<file path="src/hdl/fucd_pkg.sv">
// Package with constants, types and the register map of the format command decoder.
package fucd_pkg;
  localparam logic [7:0] OP_FORMAT = 8'h04;
  localparam logic [7:0] OP_REQ_SENSE = 8'h03;
  localparam logic [7:0] OP_INQUIRY = 8'h12;
  localparam logic [2:0] DLF_BLOCK = 3'h0;
  localparam logic [2:0] DLF_BFI = 3'h4;
  localparam logic [2:0] DLF_PHYS = 3'h5;
  localparam logic [1:0] FF_FULL = 2'h0;
  localparam logic [1:0] FF_SIZE = 2'h1;
  localparam logic [1:0] FF_NOINIT = 2'h2;
  localparam logic [1:0] PFS_BAD = 2'h1;
  localparam logic [1:0] PFS_T1 = 2'h2;
  localparam logic [1:0] PFS_T2 = 2'h3;
  localparam logic [2:0] PFU_ZERO = 3'h0;
  // Status and sense codes.
  localparam logic [7:0] ST_GOOD = 8'h00;
  localparam logic [7:0] ST_CHECK = 8'h02;
  localparam logic [3:0] SK_NONE = 4'h0;
  localparam logic [3:0] SK_NOT_READY = 4'h2;
  localparam logic [3:0] SK_ILLEGAL = 4'h5;
  localparam logic [7:0] ASC_NONE = 8'h00;
  localparam logic [7:0] ASC_CDB = 8'h24;
  localparam logic [7:0] ASC_PARAM = 8'h26;
  localparam logic [7:0] ASC_FMT_PROG = 8'h04;
  localparam logic [7:0] ASCQ_NONE = 8'h00;
  localparam logic [7:0] ASCQ_FMT_PROG = 8'h04;
  localparam logic [7:0] ASCQ_FAST_COMBO = 8'h09;
  // Default option bits when no parameter list follows.
  localparam logic DEF_PRIMARY_DISABLE = 1'b0;
  localparam logic DEF_CERT_DISABLE = 1'b1;
  localparam logic DEF_STOP_ON_ERR = 1'b1;
  localparam logic DEF_INIT_PATTERN = 1'b0;
  localparam logic DEF_SAVE_DISABLE = 1'b0;
  localparam logic DEF_IMMED = 1'b0;
  localparam logic [15:0] BLK_512 = 16'h0200;
  localparam logic [15:0] BLK_4096 = 16'h1000;
  localparam logic [15:0] BLK_RESET = 16'h0200;
  // AXI4-Lite register byte offsets.
  localparam logic [7:0] A_CDB0 = 8'h00;
  localparam logic [7:0] A_CDB1 = 8'h04;
  localparam logic [7:0] A_PARAM = 8'h08;
  localparam logic [7:0] A_MODESEL = 8'h0C;
  localparam logic [7:0] A_CTRL = 8'h10;
  localparam logic [7:0] A_RESULT = 8'h14;
  localparam logic [7:0] A_ACTION = 8'h18;
  localparam logic [7:0] A_STATE = 8'h1C;
  localparam logic [1:0] RESP_OK = 2'h0;
  localparam logic [1:0] RESP_SLVERR = 2'h2;
  localparam logic [1:0] RESP_DECERR = 2'h3;

  typedef struct packed {
    logic [7:0] status;
    logic [3:0] key;
    logic [7:0] asc;
    logic [7:0] ascq;
  } fucd_result_t;

  typedef struct packed {
    logic primary_list_disable;
    logic certification_disable;
    logic stop_on_list_error;
    logic init_pattern_present;
    logic save_disable;
    logic immediate;
  } fucd_opts_t;

  typedef struct packed {
    logic discard_grown;
    logic merge_grown;
    logic defect_mgmt;
    logic init_media;
    logic size_only;
    logic mark_partial_hard;
    logic [1:0] prot_type;
  } fucd_action_t;
endpackage : fucd_pkg

</file>
<file path="src/hdl/fucd_top.sv">
// Format command block decoder with an AXI4-Lite register port.
//
// Added by the designer: the AXI4-Lite interface to the registers and the register offsets.
`timescale 1ns/10ps
module fucd_top #(
  parameter int ADDR_W = 8
) (
  input wire logic aclk,
  input wire logic aresetn,
  input wire logic [ADDR_W-1:0] s_axi_awaddr,
  input wire logic s_axi_awvalid,
  output logic s_axi_awready,
  input wire logic [31:0] s_axi_wdata,
  input wire logic [3:0] s_axi_wstrb,
  input wire logic s_axi_wvalid,
  output logic s_axi_wready,
  output logic [1:0] s_axi_bresp,
  output logic s_axi_bvalid,
  input wire logic s_axi_bready,
  input wire logic [ADDR_W-1:0] s_axi_araddr,
  input wire logic s_axi_arvalid,
  output logic s_axi_arready,
  output logic [31:0] s_axi_rdata,
  output logic [1:0] s_axi_rresp,
  output logic s_axi_rvalid,
  input wire logic s_axi_rready,
  output logic format_active
);
  if (ADDR_W < 8)
  begin : g_addr_check
    $error("ADDR_W must be at least 8");
  end

  typedef enum logic [1:0] {S_IDLE, S_FORMAT, S_DONE} fucd_state_t;

  logic [31:0] cdb0_reg;
  logic [31:0] cdb1_reg;
  logic [31:0] param_reg;
  logic [15:0] modesel_len_reg;
  logic modesel_seen_reg;
  logic [15:0] cur_len_reg;
  logic [15:0] fmt_len_reg;
  fucd_pkg::fucd_result_t result_reg;
  fucd_pkg::fucd_result_t result_next;
  fucd_pkg::fucd_action_t action_reg;
  fucd_pkg::fucd_action_t action_next;
  fucd_pkg::fucd_opts_t opts_reg;
  fucd_pkg::fucd_opts_t opts_next;
  fucd_state_t state_reg;
  logic issue;
  logic finish;
  logic finish_ok;
  logic accept_next;

  // Write channel: address and data may arrive in either order.
  logic [ADDR_W-1:0] awaddr_reg;
  logic aw_have_reg;
  logic [31:0] wdata_reg;
  logic [3:0] wstrb_reg;
  logic w_have_reg;
  logic do_write;
  logic [7:0] waddr;
  assign do_write = aw_have_reg && w_have_reg && !s_axi_bvalid;
  assign waddr = awaddr_reg[7:0];

  always_ff @(posedge aclk)
  begin
    if (!aresetn)
    begin
      aw_have_reg <= 1'b0;
      awaddr_reg <= '0;
      s_axi_awready <= 1'b0;
    end
    else if (do_write)
    begin
      aw_have_reg <= 1'b0;
      s_axi_awready <= 1'b0;
    end
    else if (s_axi_awvalid && s_axi_awready)
    begin
      aw_have_reg <= 1'b1;
      awaddr_reg <= s_axi_awaddr;
      s_axi_awready <= 1'b0;
    end
    else
    begin
      s_axi_awready <= !aw_have_reg && !s_axi_bvalid;
    end
  end

  always_ff @(posedge aclk)
  begin
    if (!aresetn)
    begin
      w_have_reg <= 1'b0;
      wdata_reg <= '0;
      wstrb_reg <= '0;
      s_axi_wready <= 1'b0;
    end
    else if (do_write)
    begin
      w_have_reg <= 1'b0;
      s_axi_wready <= 1'b0;
    end
    else if (s_axi_wvalid && s_axi_wready)
    begin
      w_have_reg <= 1'b1;
      wdata_reg <= s_axi_wdata;
      wstrb_reg <= s_axi_wstrb;
      s_axi_wready <= 1'b0;
    end
    else
    begin
      s_axi_wready <= !w_have_reg && !s_axi_bvalid;
    end
  end

  function automatic logic [31:0] merge(input logic [31:0] old, input logic [31:0] nw,
                                        input logic [3:0] st);
    logic [31:0] r;
    r = old;
    for (int i = 0; i < 4; i++)
    begin
      if (st[i])
      begin
        r[8*i +: 8] = nw[8*i +: 8];
      end
    end
    return r;
  endfunction : merge

  logic wr_known;
  assign wr_known = (waddr == fucd_pkg::A_CDB0) || (waddr == fucd_pkg::A_CDB1)
    || (waddr == fucd_pkg::A_PARAM) || (waddr == fucd_pkg::A_MODESEL)
    || (waddr == fucd_pkg::A_CTRL) || (waddr == fucd_pkg::A_RESULT)
    || (waddr == fucd_pkg::A_ACTION) || (waddr == fucd_pkg::A_STATE);
  assign issue = do_write && (waddr == fucd_pkg::A_CTRL) && wstrb_reg[0] && wdata_reg[0];
  assign finish = do_write && (waddr == fucd_pkg::A_CTRL) && wstrb_reg[0] && wdata_reg[1]
    && (state_reg == S_FORMAT);
  assign finish_ok = !wdata_reg[2];

  always_ff @(posedge aclk)
  begin
    if (!aresetn)
    begin
      s_axi_bvalid <= 1'b0;
      s_axi_bresp <= fucd_pkg::RESP_OK;
    end
    else if (do_write)
    begin
      s_axi_bvalid <= 1'b1;
      s_axi_bresp <= wr_known ? fucd_pkg::RESP_OK : fucd_pkg::RESP_DECERR;
    end
    else if (s_axi_bready)
    begin
      s_axi_bvalid <= 1'b0;
    end
  end

  // Command block words; the block is six bytes, byte 0 in the top lane of word 0.
  always_ff @(posedge aclk)
  begin
    if (!aresetn)
    begin
      cdb0_reg <= '0;
      cdb1_reg <= '0;
      param_reg <= '0;
    end
    else if (do_write)
    begin
      if (waddr == fucd_pkg::A_CDB0)
      begin
        cdb0_reg <= merge(cdb0_reg, wdata_reg, wstrb_reg);
      end
      if (waddr == fucd_pkg::A_CDB1)
      begin
        cdb1_reg <= merge(cdb1_reg, wdata_reg, wstrb_reg);
      end
      if (waddr == fucd_pkg::A_PARAM)
      begin
        param_reg <= merge(param_reg, wdata_reg, wstrb_reg);
      end
    end
  end

  // The block length is latched from mode select; a reset forgets that one arrived.
  always_ff @(posedge aclk)
  begin
    if (!aresetn)
    begin
      modesel_len_reg <= fucd_pkg::BLK_RESET;
      modesel_seen_reg <= 1'b0;
    end
    else if (do_write && waddr == fucd_pkg::A_MODESEL && wstrb_reg[1:0] == 2'b11)
    begin
      modesel_len_reg <= wdata_reg[15:0];
      modesel_seen_reg <= 1'b1;
    end
  end

  // Field extraction; byte n (n < 4) of the block sits at bits [31-8n -: 8] of word 0, byte n+4 at the same bits of word 1.
  logic [7:0] b_op;
  logic [7:0] b_1;
  logic [7:0] b_4;
  logic [7:0] b_ctrl;
  logic [1:0] protection_format_select;
  logic parameter_data_follows;
  logic replace_grown_list;
  logic [2:0] defect_list_format;
  logic [1:0] fast_format_code;
  logic [2:0] prot_usage;
  logic [15:0] defect_list_len;
  logic [15:0] target_len;
  logic size_compatible;
  assign b_op = cdb0_reg[31:24];
  assign b_1 = cdb0_reg[23:16];
  assign b_4 = cdb1_reg[31:24];
  // Last block byte is the control byte; vendor bits, flag and link are not consulted.
  assign b_ctrl = cdb1_reg[23:16];
  assign protection_format_select = b_1[7:6];
  assign parameter_data_follows = b_1[4];
  assign replace_grown_list = b_1[3];
  assign defect_list_format = b_1[2:0];
  assign fast_format_code = b_4[1:0];
  // Header word: byte 0 usage, byte 1 options, bytes 2..3 list length high first.
  assign prot_usage = param_reg[26:24];
  assign defect_list_len = {param_reg[15:8], param_reg[7:0]};
  assign target_len = modesel_seen_reg ? modesel_len_reg : cur_len_reg;
  assign size_compatible = (target_len == cur_len_reg)
    || ((target_len == fucd_pkg::BLK_512) && (cur_len_reg == fucd_pkg::BLK_4096))
    || ((target_len == fucd_pkg::BLK_4096) && (cur_len_reg == fucd_pkg::BLK_512));

  // Checks are in priority order: block field errors first, then parameter list.
  always_comb
  begin
    result_next = '{fucd_pkg::ST_GOOD, fucd_pkg::SK_NONE, fucd_pkg::ASC_NONE,
                    fucd_pkg::ASCQ_NONE};
    action_next = '0;
    opts_next = '{fucd_pkg::DEF_PRIMARY_DISABLE, fucd_pkg::DEF_CERT_DISABLE,
                  fucd_pkg::DEF_STOP_ON_ERR, fucd_pkg::DEF_INIT_PATTERN,
                  fucd_pkg::DEF_SAVE_DISABLE, fucd_pkg::DEF_IMMED};
    accept_next = 1'b0;
    if (state_reg == S_FORMAT)
    begin
      if (b_op == fucd_pkg::OP_REQ_SENSE)
      begin
        result_next = '{fucd_pkg::ST_GOOD, fucd_pkg::SK_NOT_READY, fucd_pkg::ASC_FMT_PROG,
                        fucd_pkg::ASCQ_FMT_PROG};
      end
      else if (b_op != fucd_pkg::OP_INQUIRY)
      begin
        result_next.status = fucd_pkg::ST_CHECK;
      end
    end
    else if (b_op == fucd_pkg::OP_FORMAT)
    begin
      result_next.status = fucd_pkg::ST_CHECK;
      result_next.key = fucd_pkg::SK_ILLEGAL;
      result_next.asc = fucd_pkg::ASC_CDB;
      if (!parameter_data_follows && defect_list_format != fucd_pkg::DLF_BLOCK)
      begin
        result_next.ascq = fucd_pkg::ASCQ_NONE;
      end
      else if (protection_format_select == fucd_pkg::PFS_BAD)
      begin
        result_next.ascq = fucd_pkg::ASCQ_NONE;
      end
      else if (fast_format_code == 2'h3)
      begin
        result_next.ascq = fucd_pkg::ASCQ_NONE;
      end
      else if (parameter_data_follows && defect_list_format != fucd_pkg::DLF_BFI
               && defect_list_format != fucd_pkg::DLF_PHYS)
      begin
        result_next.ascq = fucd_pkg::ASCQ_NONE;
      end
      else if (fast_format_code == fucd_pkg::FF_SIZE && (replace_grown_list
               || (parameter_data_follows && (!param_reg[21] || defect_list_len != '0))))
      begin
        result_next.ascq = fucd_pkg::ASCQ_FAST_COMBO;
      end
      else if (fast_format_code == fucd_pkg::FF_SIZE && !size_compatible)
      begin
        result_next.ascq = fucd_pkg::ASCQ_NONE;
      end
      else if (protection_format_select != 2'h0 && parameter_data_follows
               && prot_usage != fucd_pkg::PFU_ZERO)
      begin
        result_next.asc = fucd_pkg::ASC_PARAM;
      end
      else
      begin
        result_next = '{fucd_pkg::ST_GOOD, fucd_pkg::SK_NONE, fucd_pkg::ASC_NONE,
                        fucd_pkg::ASCQ_NONE};
        accept_next = 1'b1;
        if (parameter_data_follows)
        begin
          opts_next = {param_reg[22:18], param_reg[17]};
        end
        action_next.prot_type = parameter_data_follows ? protection_format_select : 2'h0;
        action_next.discard_grown = replace_grown_list;
        action_next.merge_grown = !replace_grown_list;
        action_next.size_only = (fast_format_code == fucd_pkg::FF_SIZE);
        action_next.mark_partial_hard = (fast_format_code == fucd_pkg::FF_SIZE)
          && (cur_len_reg == fucd_pkg::BLK_512);
        action_next.defect_mgmt = (fast_format_code != fucd_pkg::FF_SIZE);
        action_next.init_media = (fast_format_code == fucd_pkg::FF_FULL);
      end
    end
  end

  always_ff @(posedge aclk)
  begin
    if (!aresetn)
    begin
      state_reg <= S_IDLE;
      result_reg <= '0;
      action_reg <= '0;
      opts_reg <= '0;
      fmt_len_reg <= fucd_pkg::BLK_RESET;
    end
    else if (issue)
    begin
      result_reg <= result_next;
      if (accept_next)
      begin
        state_reg <= S_FORMAT;
        action_reg <= action_next;
        opts_reg <= opts_next;
        fmt_len_reg <= target_len;
      end
    end
    else if (finish)
    begin
      state_reg <= S_DONE;
    end
  end

  // Length kept only after success; a failed format leaves the old length.
  always_ff @(posedge aclk)
  begin
    if (!aresetn)
    begin
      cur_len_reg <= fucd_pkg::BLK_RESET;
    end
    else if (finish && finish_ok)
    begin
      cur_len_reg <= fmt_len_reg;
    end
  end

  always_ff @(posedge aclk)
  begin
    if (!aresetn)
    begin
      format_active <= 1'b0;
    end
    else
    begin
      format_active <= (issue && accept_next) || (state_reg == S_FORMAT && (issue || !finish));
    end
  end

  // Read channel answers one cycle after the address is taken.
  always_ff @(posedge aclk)
  begin
    if (!aresetn)
    begin
      s_axi_arready <= 1'b0;
      s_axi_rvalid <= 1'b0;
      s_axi_rdata <= '0;
      s_axi_rresp <= fucd_pkg::RESP_OK;
    end
    else if (s_axi_arvalid && s_axi_arready)
    begin
      s_axi_arready <= 1'b0;
      s_axi_rvalid <= 1'b1;
      s_axi_rresp <= fucd_pkg::RESP_OK;
      case (s_axi_araddr[7:0])
        fucd_pkg::A_CDB0: s_axi_rdata <= cdb0_reg;
        fucd_pkg::A_CDB1: s_axi_rdata <= cdb1_reg;
        fucd_pkg::A_PARAM: s_axi_rdata <= param_reg;
        fucd_pkg::A_MODESEL: s_axi_rdata <= {15'h0000, modesel_seen_reg, modesel_len_reg};
        fucd_pkg::A_CTRL: s_axi_rdata <= {24'h00_0000, b_ctrl};
        fucd_pkg::A_RESULT: s_axi_rdata <= {4'h0, result_reg};
        fucd_pkg::A_ACTION: s_axi_rdata <= {10'h000, opts_reg, action_reg, 8'h00};
        fucd_pkg::A_STATE: s_axi_rdata <= {14'h0000, state_reg, cur_len_reg};
        default:
        begin
          s_axi_rdata <= '0;
          s_axi_rresp <= fucd_pkg::RESP_DECERR;
        end
      endcase
    end
    else if (s_axi_rvalid)
    begin
      s_axi_rvalid <= !s_axi_rready;
    end
    else
    begin
      s_axi_arready <= 1'b1;
    end
  end
endmodule : fucd_top

</file>
<file path="config.mk">
export PLATFORM = sky130hd
export DESIGN_NAME = fucd_top
export DESIGN_NICKNAME = d
export VERILOG_FILES = /design/src/hdl/fucd_pkg.sv /design/src/hdl/fucd_top.sv
export SDC_FILE = /design/constraint.sdc
export NUM_CORES = 1
export LEC_CHECK = 0
export ABC_AREA = 1
export BUFFER_PORTS_ARGS = -buffer_cell sky130_fd_sc_hd__buf_2
export CORE_ASPECT_RATIO = 0.8
export CORE_MARGIN = 5
export CORE_UTILIZATION = 53
export DETAILED_ROUTE_END_ITERATION = 6
export GPL_ROUTABILITY_DRIVEN = 0
export HOLD_SLACK_MARGIN = 0.03
export PLACE_DENSITY = 0.75
export SETUP_SLACK_MARGIN = 0.5
export SLEW_MARGIN = 30
export SYNTH_ARGS = -nofsm -noshare
export SYNTH_HDL_FRONTEND = slang
export SYNTH_SLANG_ARGS = --single-unit
export TNS_END_PERCENT = 1
</file>
<file path="constraint.sdc">
create_clock -name aclk -period 2.1 [get_ports aclk]
set_input_delay 0.525 -clock aclk [delete_from_list [all_inputs] [get_ports aclk]]
set_output_delay 0.525 -clock aclk [all_outputs]
set_load 0.02 [all_outputs]
</file>
* Word level (Yosys, flattened, before mapping)
Cells that the tools add are included.
W data, S select, Z words.
** Storage, ports and cells
- Register bits :: 277
- Word-level logic and storage cells :: 220
- Bits of input ports :: 59
** Cells by class
- Reduce and logical (&&, ||, !) cells :: 81
- Multiplexer cells :: 58
- Bitwise logic cells :: 2
- Equal/unequal tests :: 31
** Operators with widths (number)
- $pmux W32 S8 :: 1
- $mux W6 :: 12
- $mux W8 :: 9
- $mux W14 :: 5
- $eq A8 B5 Y1 const B :: 8
- $mux W28 :: 2
- $reduce_and A3 Y1 :: 12
- $eq A16 B10 Y1 const B :: 2
- $eq A16 B13 Y1 const B :: 2
- $eq A8 B4 Y1 const B :: 4
- $logic_and A1 B1 Y1 :: 28
- $eq A8 B3 Y1 const B :: 3
- $mux W20 :: 1
- $mux W4 :: 5
- $mux W18 :: 1
- $eq A16 B16 Y1 :: 1
- $logic_not A8 Y1 :: 2
- $mux W16 :: 1
- $mux W2 :: 8
- $reduce_bool A16 Y1 :: 1
- $logic_or A1 B1 Y1 :: 13
- $mux W1 :: 13
- $logic_not A1 Y1 :: 10
- $eq A8 B2 Y1 const B :: 1
- 13 further kinds :: 27

* Logic depth before layout (Yosys ltp)
Gate-level depths: netlist of the first run.
- Depth in word-level cells :: 17
- Depth in mapped cells :: 17
- Depth with buffers taken out :: 15

* Worst setup path after synthesis of the first run
No wires, ideal clock.
- Path kind :: input-to-reg
- Start :: input s_axi_araddr[1]
- End :: register s_axi_rdata[6]
- Data arrival time :: 1.943 ns
- Setup time :: 0.071 ns
- Setup slack :: 0.087 ns
- Stages on the path :: 8
- Buffers on the path :: 2
- Cell sequence :: or2_2 -> nor3_1 -> clkbuf_1 -> buf_2 -> nand3_1 -> o2111ai_1 -> o21ai_0 -> a21oi_1
** Between the ends
- Word-level cells in the longest chain between the ends :: 2
- Elaborated cells between the ends (all ways) :: 9
- Classes of those cells :: 7 x eq/ne; 1 x mux; 1 x reduce/logical
** Ends and longest elaborated chain
- start, declared :: line fucd_top.sv:20 : input wire logic [ADDR_W-1:0] s_axi_araddr,
- $eq A8 B5 Y1, or another cell as far along :: line fucd_top.sv:379 : case (s_axi_araddr[7:0])
- $pmux W32 S8 (*) :: line fucd_top.sv:379
- end signal, assigned :: line fucd_top.sv:380 : fucd_pkg::A_CDB0: s_axi_rdata <= cdb0_reg;
- end signal, assigned :: line fucd_top.sv:381 : fucd_pkg::A_CDB1: s_axi_rdata <= cdb1_reg;
- end signal, assigned :: line fucd_top.sv:382 : fucd_pkg::A_PARAM: s_axi_rdata <= param_reg;
- end, declared :: line fucd_top.sv:23 : output logic [31:0] s_axi_rdata,
Every way passes the cells marked *; elsewhere a longest branch is shown, timed or not.
A chain may end at the register's enable or synchronous reset.

* Worst setup path after layout of the first run
- Start :: register modesel_seen_reg
- End :: register fmt_len_reg[15]
** Between the ends
- Word-level cells in the longest chain between the ends :: 16
- Elaborated cells between the ends (all ways) :: 19
- Classes of those cells :: 3 x eq/ne; 9 x mux; 7 x reduce/logical
** Ends and longest elaborated chain
- start, declared :: line fucd_top.sv:40 : logic modesel_seen_reg;
- start signal, assigned :: line fucd_top.sv:192 : modesel_seen_reg <= 1'b0;
- start signal, assigned :: line fucd_top.sv:197 : modesel_seen_reg <= 1'b1;
- $mux W16 (*) :: line fucd_top.sv:228 : assign target_len = modesel_seen_reg ? modesel_len_reg : cur_len_reg;
- $eq A16 B10 Y1 :: line fucd_top.sv:230 : || ((target_len == fucd_pkg::BLK_512) && (cur_len_reg == fucd_pkg::BLK_4096))
- $logic_and A1 B1 Y1 :: line fucd_top.sv:230
- $logic_or A1 B1 Y1 :: line fucd_top.sv:230
- $logic_or A1 B1 Y1 :: line fucd_top.sv:231 : || ((target_len == fucd_pkg::BLK_4096) && (cur_len_reg == fucd_pkg::BLK_512));
- $logic_not A1 Y1 :: line fucd_top.sv:282 : else if (fast_format_code == fucd_pkg::FF_SIZE && !size_compatible)
- $logic_and A1 B1 Y1 :: line fucd_top.sv:282
- $mux W1 :: line fucd_top.sv:282
- $mux W1 :: line fucd_top.sv:277 : else if (fast_format_code == fucd_pkg::FF_SIZE && (replace_grown_list
- $mux W1 :: line fucd_top.sv:272 : else if (parameter_data_follows && defect_list_format != fucd_pkg::DLF_BFI
- $mux W1 :: line fucd_top.sv:268 : else if (fast_format_code == 2'h3)
- $mux W1 :: line fucd_top.sv:264 : else if (protection_format_select == fucd_pkg::PFS_BAD)
- $mux W1 :: line fucd_top.sv:260 : if (!parameter_data_follows && defect_list_format != fucd_pkg::DLF_BLOCK)
- $mux W1 :: line fucd_top.sv:255 : else if (b_op == fucd_pkg::OP_FORMAT)
- $mux W1 :: line fucd_top.sv:243 : if (state_reg == S_FORMAT)
- $reduce_and A2 Y1 (no line)
- end signal, assigned :: line fucd_top.sv:320 : fmt_len_reg <= fucd_pkg::BLK_RESET;
- end signal, assigned :: line fucd_top.sv:330 : fmt_len_reg <= target_len;
- end, declared :: line fucd_top.sv:42 : logic [15:0] fmt_len_reg;
Marks and branches as above.

==> results of run 1 <==
[cell type report]
class                      count  area (sq um)
inverter                     134           528
clock buffer                  37           711
fill                        1487          5540
sequential                   253          5090
clock inverter                 6          47.5
multi-input combinational    982          5510
antenna                        1          2.50
tap                          264           330
timing repair buffer         249          2040
[per-layer routing]
layer	global-route usage (%)	vias up	part of all wire, %
met3	6.47	96	11
met2	43.6	715	43
met5	0	-	0
li1	-	5297	-
met4	8.20	0	3.2
met1	44.2	5222	43
[Yosys cell counts (all sizes together), types with 2 or more instances]
cell type,number
dfxtp,253
o21ai,235
nor2,204
nand2,192
a21oi,153
inv,132
nand3,83
clkbuf,60
nor3,26
buf,23
o22ai,21
a211oi,18
nand4,12
a32o,10
a221oi,5
a31oi,4
o211ai,4
a2111oi,3
o2111ai,3
clkinv,2
nor4,2
o31ai,2
[worst max-delay path: cells and delay by family, from the launching register on]
| kind | cells | cell delay [ps] |
|---|---|---|
| buf+inv | 4 | 640 |
| simple gates | 9 | 1050 |
| flops | 1 | 370 |
| compound gates | 2 | 160 |
[power by group]
group          leakage, nW  total [mW]  internal [mW]  switching, mW
sequential            2.05        4.96           4.88         0.0771
combinational         3.40       0.644          0.222          0.422
clock                0.372        4.26           2.35           1.92
[cell usage in the layout, fill, tap and decap left out, drive strengths merged, types with 4 or more instances in the layout]
master / instances
nand4: 12
nor3: 26
clkbuf: 39
nand3: 83
o21ai: 235
nand2: 192
a211oi: 18
clkinv: 4
a32o: 10
dfxtp: 253
inv: 133
o22ai: 21
a31oi: 4
buf: 246
o211ai: 4
a21oi: 153
nor2: 204
a221oi: 5
[what timing repair did]
action	CTS	global route
gates resized for setup	178	202
cloned	2	2
hold endpoints to repair	0	0
buffers inserted	5	1
endpoints found under the setup margin	200	226
pin swaps	55	76
[per-stage QoR]
| stage | util, % | total power [mW] | hold slack (ps) |
|---|---|---|---|
| detailed placement | 62.1 | 5.55 | 451 |
| finish | 72.0 | 9.87 | 207 |
| global route | 72.0 | 10.1 | 203 |
| CTS | 68.8 | 9.81 | 195 |
| global placement | 62.1 | 5.54 | 440 |
| floorplan | - | 5.32 | 430 |
[how the worst max path moves through the flow]
| stage | from | endpoint | slack, ps | cells past startpoint |
|---|---|---|---|---|
| 2_1_floorplan | modesel_seen_reg | opts_reg[2] | 150 | 16 |
| 3_3_place_gp | s_axi_araddr[1] | s_axi_rdata[13] | -110 | 10 |
| 3_5_place_dp | s_axi_araddr[1] | s_axi_rdata[13] | -150 | 10 |
| 4_1_cts | modesel_seen_reg | opts_reg[2] | -40 | 15 |
| 5_1_grt | param_reg[8] | opts_reg[2] | -320 | 15 |
| 6_report | modesel_seen_reg | fmt_len_reg[15] | -170 | 15 |
[cell families (layout without fill, tap and decap cells)]
kind of cell | Yosys count | after routing | share of synthesized area (%)
DFF | 253 | 253 | 47.7
other | 0 | 1 | 0
AOI/OAI and AO/OA | 460 | 460 | 23.5
buffers and inverters | 217 | 426 | 8.19
and+or+nand+nor | 522 | 522 | 20.7
==> metrics.csv, run 1 <==
stage,metric,value,unit
status,outcome,finished with violations,
status,failing checks,negative setup slack,
finish,NumNets Final,1704,
synthesis,syn_area_per_cell,7.32,sq um
finish,P&R area growth vs syn,34.1,%
sta,Worst Skew,16.7,ps
floorplan,# rows,46,
worst_setup_path,reg-to-reg endpoint,fmt_len_reg[15],
floorplan,Die Height,137,um
route,drt pass-1 iters,6,
worst_setup_path,CP peak stage delay,370,ps
clock_network,CTS Buf Count,25,
grt,vias in the first global route,10100,
worst_setup_path,CP Launch Type,flop,
worst_setup_path,crit path cell chain,"buf_12, buf_4, nand3_1, o21ai_0, nor2_1, nand2_1, nor2_1, nand2_1, nand3_2, nand4_4, nor3_4, buf_6, clkbuf_16, o21ai_0, nor2_1",
route,DRC errors left,0,
worst_setup_path,Worst EP required,2570,ps
power,Peak VDD IR,654,uV
route,Post-Route WL,37000,um
place,dpl cell area,12300,sq um
clock_network,"Hold-fix buffers, CTS",0,
worst_setup_path,cell seen most often among critical-path stages,nor2_1,
sta,actual slew at the worst max-slew pin,775,ps
hold_path,Hold Path Depth,3,
worst_setup_path,Crit-path slowest cell,dfxtp_4,
power,Static Leak,5.82,nW
synthesis,Synth area leaders,"dfxtp_1, o21ai_0, a21oi_1",
synthesis,post-synth top area share,47.7,%
synthesis,number of library cell types mapped by synthesis,37,
synthesis,number of synthesized flops with an enable pin,0,
floorplan,starting density of the core,53.7,%
power,pwr/cell area,692,nW/um^2
finish,post-route cell area,14300,sq um
synthesis,Synth Cell Area,10600,sq um
finish,Final Instance Count excl. Fillers,1926,
route,via count,11300,
worst_setup_path,crit-path max FO,17,
sta,slew margin rel.,48.2,%
place,DP Cell Count,1872,
synthesis,Most used DFF post-synth,dfxtp_1,
sta,count of final max-slew check failures,0,
grt,GR Util All Layers,29.7,%
place,Port Buffers,100,
route,Routed Antenna Nets,0,
worst_setup_path,R2R depth,15,
worst_setup_path,Worst setup EP type,flop,
synthesis,"Seq/Total Area, Yosys",47.7,%
grt,largest net degree at the start of global routing,106,
clock_network,CTS Sinks,253,
clock_network,CTS Buffer Depth,3,
grt,first-pass GRT wire length,54800,um
sta,RSZ-0062 raised after global routing,true,
route,Via density,5.88,
place,setup slack at placement,-155,ps
hold_path,worst min-delay path endpoint,awaddr_reg[7],
route,Iter 0 DRT Violations,1662,
floorplan,die area,23000,sq um
sta,Tcrit/Tclk final,108,%
sta,final setup vio count,34,
sta,setup_tns,-4130,ps
sta,final worst slack,-173,ps
worst_setup_path,r2r setup slk,-170,ps
synthesis,Seq cells post-synth,253,
finish,share of layout cells above drive strength 1,29.2,%
synthesis,async set or reset register ratio after synthesis,0,%
worst_setup_path,reg2reg start,modesel_seen_reg,
sta,min cycle time layout,2270,ps
hold_path,Worst Hold Class,input port to flop,
floorplan,I/O pin count,101,
grt,grt ovf,0,
clock_network,CTS tree,yes,
synthesis,YS warnings,0,
floorplan,Die Wd,168,um
clock_network,H-tree levels,1,
sta,Fin. Hold Viols,0,
worst_setup_path,crit path DAT,2740,ps
worst_setup_path,crit path kind,flop to flop,
place,HPWL after DPL,24600,um
synthesis,cell taking the most area after synthesis,dfxtp_1,
grt,initial antenna violation count,0,
synthesis,syn nets,1511,
sta,f_max,0.440,GHz
hold_path,hold path start,s_axi_awaddr[7],
clock_network,root cell of the clock tree,clkbuf_16,
flow_run,Max Cap Violations,0,
route,Avg WL per Cell,19.2,um
floorplan,core area,19800,sq um
clock_network,worst skew pair latency,540,ps
synthesis,Mapped Cells,1452,
clock_network,Clock transition at path regs,60,ps
(Power assumes the default switching activity.)
==> run 2: changes to the inputs <==
- ABC_AREA: 1 -> unset
- CORE_UTILIZATION: 53 -> 54
- MAX_ROUTING_LAYER: unset -> met4
- PLACE_DENSITY: 0.75 -> 0.76
- SKIP_CTS_REPAIR_TIMING: unset -> 1
==> metrics.csv, run 2 <==
stage,metric,value,unit,change
status,outcome,finished with violations,,unchanged
status,failing checks,negative setup slack,,unchanged
synthesis,Seq cells post-synth,253,,unchanged
worst_setup_path,crit path DAT,2790,ps,was 2740 ps
floorplan,Die Height,139,um,was 137 um
power,pwr/cell area,690,nW/um^2,was 692 nW/um^2
synthesis,cell taking the most area after synthesis,dfxtp_1,,unchanged
finish,n_diodes,0,,was 1
finish,share of layout cells above drive strength 1,28.0,%,was 29.2%
floorplan,I/O pin count,101,,unchanged
route,Routed Antenna Nets,0,,unchanged
synthesis,Mapped Cells,1150,,was 1452
sta,RSZ-0062 raised after global routing,true,,unchanged
place,dpl cell area,12900,sq um,was 12300 sq um
route,DRC errors left,0,,unchanged
floorplan,Die Wd,171,um,was 168 um
worst_setup_path,Worst setup EP type,flop,,unchanged
clock_network,CTS Sinks,253,,unchanged
power,Peak VDD IR,719,uV,was 654 uV
sta,count of final max-slew check failures,0,,unchanged
grt,vias in the first global route,8812,,was 10100
route,met1 wire length,14700,um,was 15800 um
floorplan,starting density of the core,54.4,%,was 53.7%
synthesis,syn_area_per_cell,9.70,sq um,was 7.32 sq um
clock_network,CTS tree,yes,,unchanged
grt,initial antenna violation count,0,,unchanged
sta,final setup vio count,140,,was 34
synthesis,number of library cell types mapped by synthesis,71,,was 37
route,Max Used Layer,met4,,unchanged
route,Via density,5.79,,was 5.88
sta,min cycle time layout,2370,ps,was 2270 ps
finish,post-route cell area,14100,sq um,was 14300 sq um
place,Port Buffers,100,,unchanged
floorplan,# rows,47,,was 46
worst_setup_path,Worst EP required,2520,ps,was 2570 ps
route,DR WL met3,2650,um,was 4250 um
power,Static Leak,5.84,nW,was 5.82 nW
clock_network,CTS Buf Count,25,,unchanged
finish,FILL cells,1534,,was 1487
grt,largest net degree at the start of global routing,115,,was 106
place,HPWL after DPL,22500,um,was 24600 um
grt,grt ovf,0,,unchanged
clock_network,root cell of the clock tree,clkbuf_16,,unchanged
synthesis,async set or reset register ratio after synthesis,0,%,unchanged
finish,most frequent cells in the layout,"dfxtp_1, nand2_1, mux2i_1, buf_4, nor2b_1",,"was dfxtp_1, nand2_1, nor2_1, o21ai_0, buf_4"
route,Iter 0 DRT Violations,1014,,was 1662
sta,Fin. Hold Viols,0,,unchanged
synthesis,number of synthesized flops with an enable pin,0,,unchanged
synthesis,Synth area leaders,"dfxtp_1, mux2i_1, nor2b_1",,"was dfxtp_1, o21ai_0, a21oi_1"
finish,"commonest non-fill, non-tap cell in the layout",dfxtp_1,,unchanged
finish,NumNets Final,1391,,was 1704
synthesis,Most used DFF post-synth,dfxtp_1,,unchanged
sta,slew margin rel.,67.9,%,was 48.2%
worst_setup_path,crit path kind,flop to flop,,unchanged
sta,actual slew at the worst max-slew pin,481,ps,was 775 ps
synthesis,syn nets,1209,,was 1511
synthesis,most frequent cell after synthesis,dfxtp_1,,unchanged
synthesis,"Seq/Total Area, Yosys",45.4,%,was 47.7%
clock_network,H-tree levels,1,,unchanged
worst_setup_path,CP Launch Type,flop,,unchanged
route,Post-Route WL,31900,um,was 37000 um
clock_network,worst skew pair latency,530,ps,was 540 ps
route,via count,9382,,was 11300
floorplan,die area,23700,sq um,was 23000 sq um
clock_network,Clock transition at path regs,60,ps,about the same
worst_setup_path,crit-path max FO,8,,was 17
clock_network,CTS Buffer Depth,3,,unchanged
hold_path,Worst Hold Class,input port to flop,,unchanged
sta,Tcrit/Tclk final,113,%,was 108%
route,met2 WL,13700,um,was 15800 um
floorplan,core area,20500,sq um,was 19800 sq um
grt,GR Util All Layers,26.5,%,was 29.7%
synthesis,Synth Cell Area,11200,sq um,was 10600 sq um
finish,final core utilization,68.7,%,was 72.0%
synthesis,YS warnings,0,,unchanged
finish,P&R area growth vs syn,26.4,%,was 34.1%
route,Avg WL per Cell,19.7,um,was 19.2 um
flow_run,Max Cap Violations,0,,unchanged
grt,first-pass GRT wire length,49300,um,was 54800 um
synthesis,post-synth top area share,45.4,%,was 47.7%
sta,f_max,0.421,GHz,was 0.440 GHz
sta,Worst Skew,9.98,ps,was 16.7 ps
sta,final worst slack,-272,ps,was -173 ps
synthesis,synth cell count leaders,"dfxtp_1, nand2_1, mux2i_1, nor2b_1, a21boi_0",,"was dfxtp_1, o21ai_0, nor2_1, nand2_1, a21oi_1"
route,drt pass-1 iters,6,,unchanged
==> run 2: cell types whose count changed in the layout (fill, tap and decap cells not counted), sizes merged, moves of 17 or more <==
| cell | before | now |
|---|---|---|
| a21oi | 153 | 6 |
| a22oi | 0 | 45 |
| inv | 133 | 5 |
| o22ai | 21 | 1 |
| o21ai | 235 | 23 |
| mux2i | 0 | 147 |
| nor3 | 26 | 3 |
| a21boi | 0 | 55 |
| nor2b | 0 | 126 |
| mux2 | 0 | 20 |
| a22o | 1 | 18 |
| nor2 | 204 | 17 |
| nand3 | 83 | 29 |
| a211oi | 18 | 1 |
==> run 2: worst max-delay path, stage by stage (launching register included) <==
cell     delay [ps]
dfxtp_2         320
or4_4           550
or2_4           310
buf_6           130
nor4_4          290
buf_4           190
nand3_4          80
buf_12          170
mux2i_1         160
nor2b_1          60
==> run 2: logic make-up (layout without fill, tap and decap cells) <==
group	count (synthesis)	after routing	share of synthesized area (%)
AND/OR/NAND/NOR	443	443	21.6
flip-flops	253	253	45.4
AO/OA/AOI/OAI	188	188	12.7
multiplexers	169	169	15.6
buffers and inverters	81	282	3.45
XOR/XNOR	16	16	1.26
==> run 2: power by group <==
group          internal, mW  switching, mW  leakage, nW  total, mW
Sequential             4.85         0.0682         2.05       4.92
Clock                  2.45           1.87        0.390       4.32
Combinational         0.228          0.271         3.40      0.499
==> run 2: layer usage <==
layer  GRT usage [%]  vias to the layer above
met4            6.81                        0
met3            4.45                       66
met5               -                        -
met2            38.3                      382
li1                -                     4428
met1            38.6                     4506
==> run 2: metrics by stage <==
stage / cells / total power, mW / hold WS [ps] / TNS (ps) / setup WS [ps]
2_1_floorplan: 1150 / 5.29 / 427 / -2870 / -112
3_3_place_gp: 1572 / 5.47 / 433 / -25600 / -382
3_5_place_dp: 1572 / 5.48 / 434 / -32020 / -425
4_1_cts: 1618 / 9.76 / 222 / -27250 / -443
5_1_grt: 1620 / 10.0 / 240 / -34990 / -347
6_report: 1620 / 9.74 / 242 / -24370 / -272
==> run 2: final timing paths <==
| path | to | cells after the start | slack [ps] | from |
|---|---|---|---|---|
| worst max register to register | cdb0_reg[9] | 9 | -270 | awaddr_reg[5] |
| worst max-delay path | cdb0_reg[9] | 9 | -270 | awaddr_reg[5] |
| worst min register to register | s_axi_rdata[29] | 2 | 450 | s_axi_rdata[29] |
| worst min-delay path | wdata_reg[19] | 3 | 240 | s_axi_wdata[19] |
==> run 2: layout make-up <==
type | instances | area, sq um | share of cell area, %
Inverter | 4 | 15.0 | 0.106
Timing Repair Buffer | 232 | 1900 | 13.5
Clock buffer | 38 | 744 | 5.28
Clock inverter | 8 | 48.8 | 0.346
Multi-Input combinational cell | 816 | 5980 | 42.4
Sequential cell | 253 | 5090 | 36.1
Tap cell | 269 | 337 | 2.39
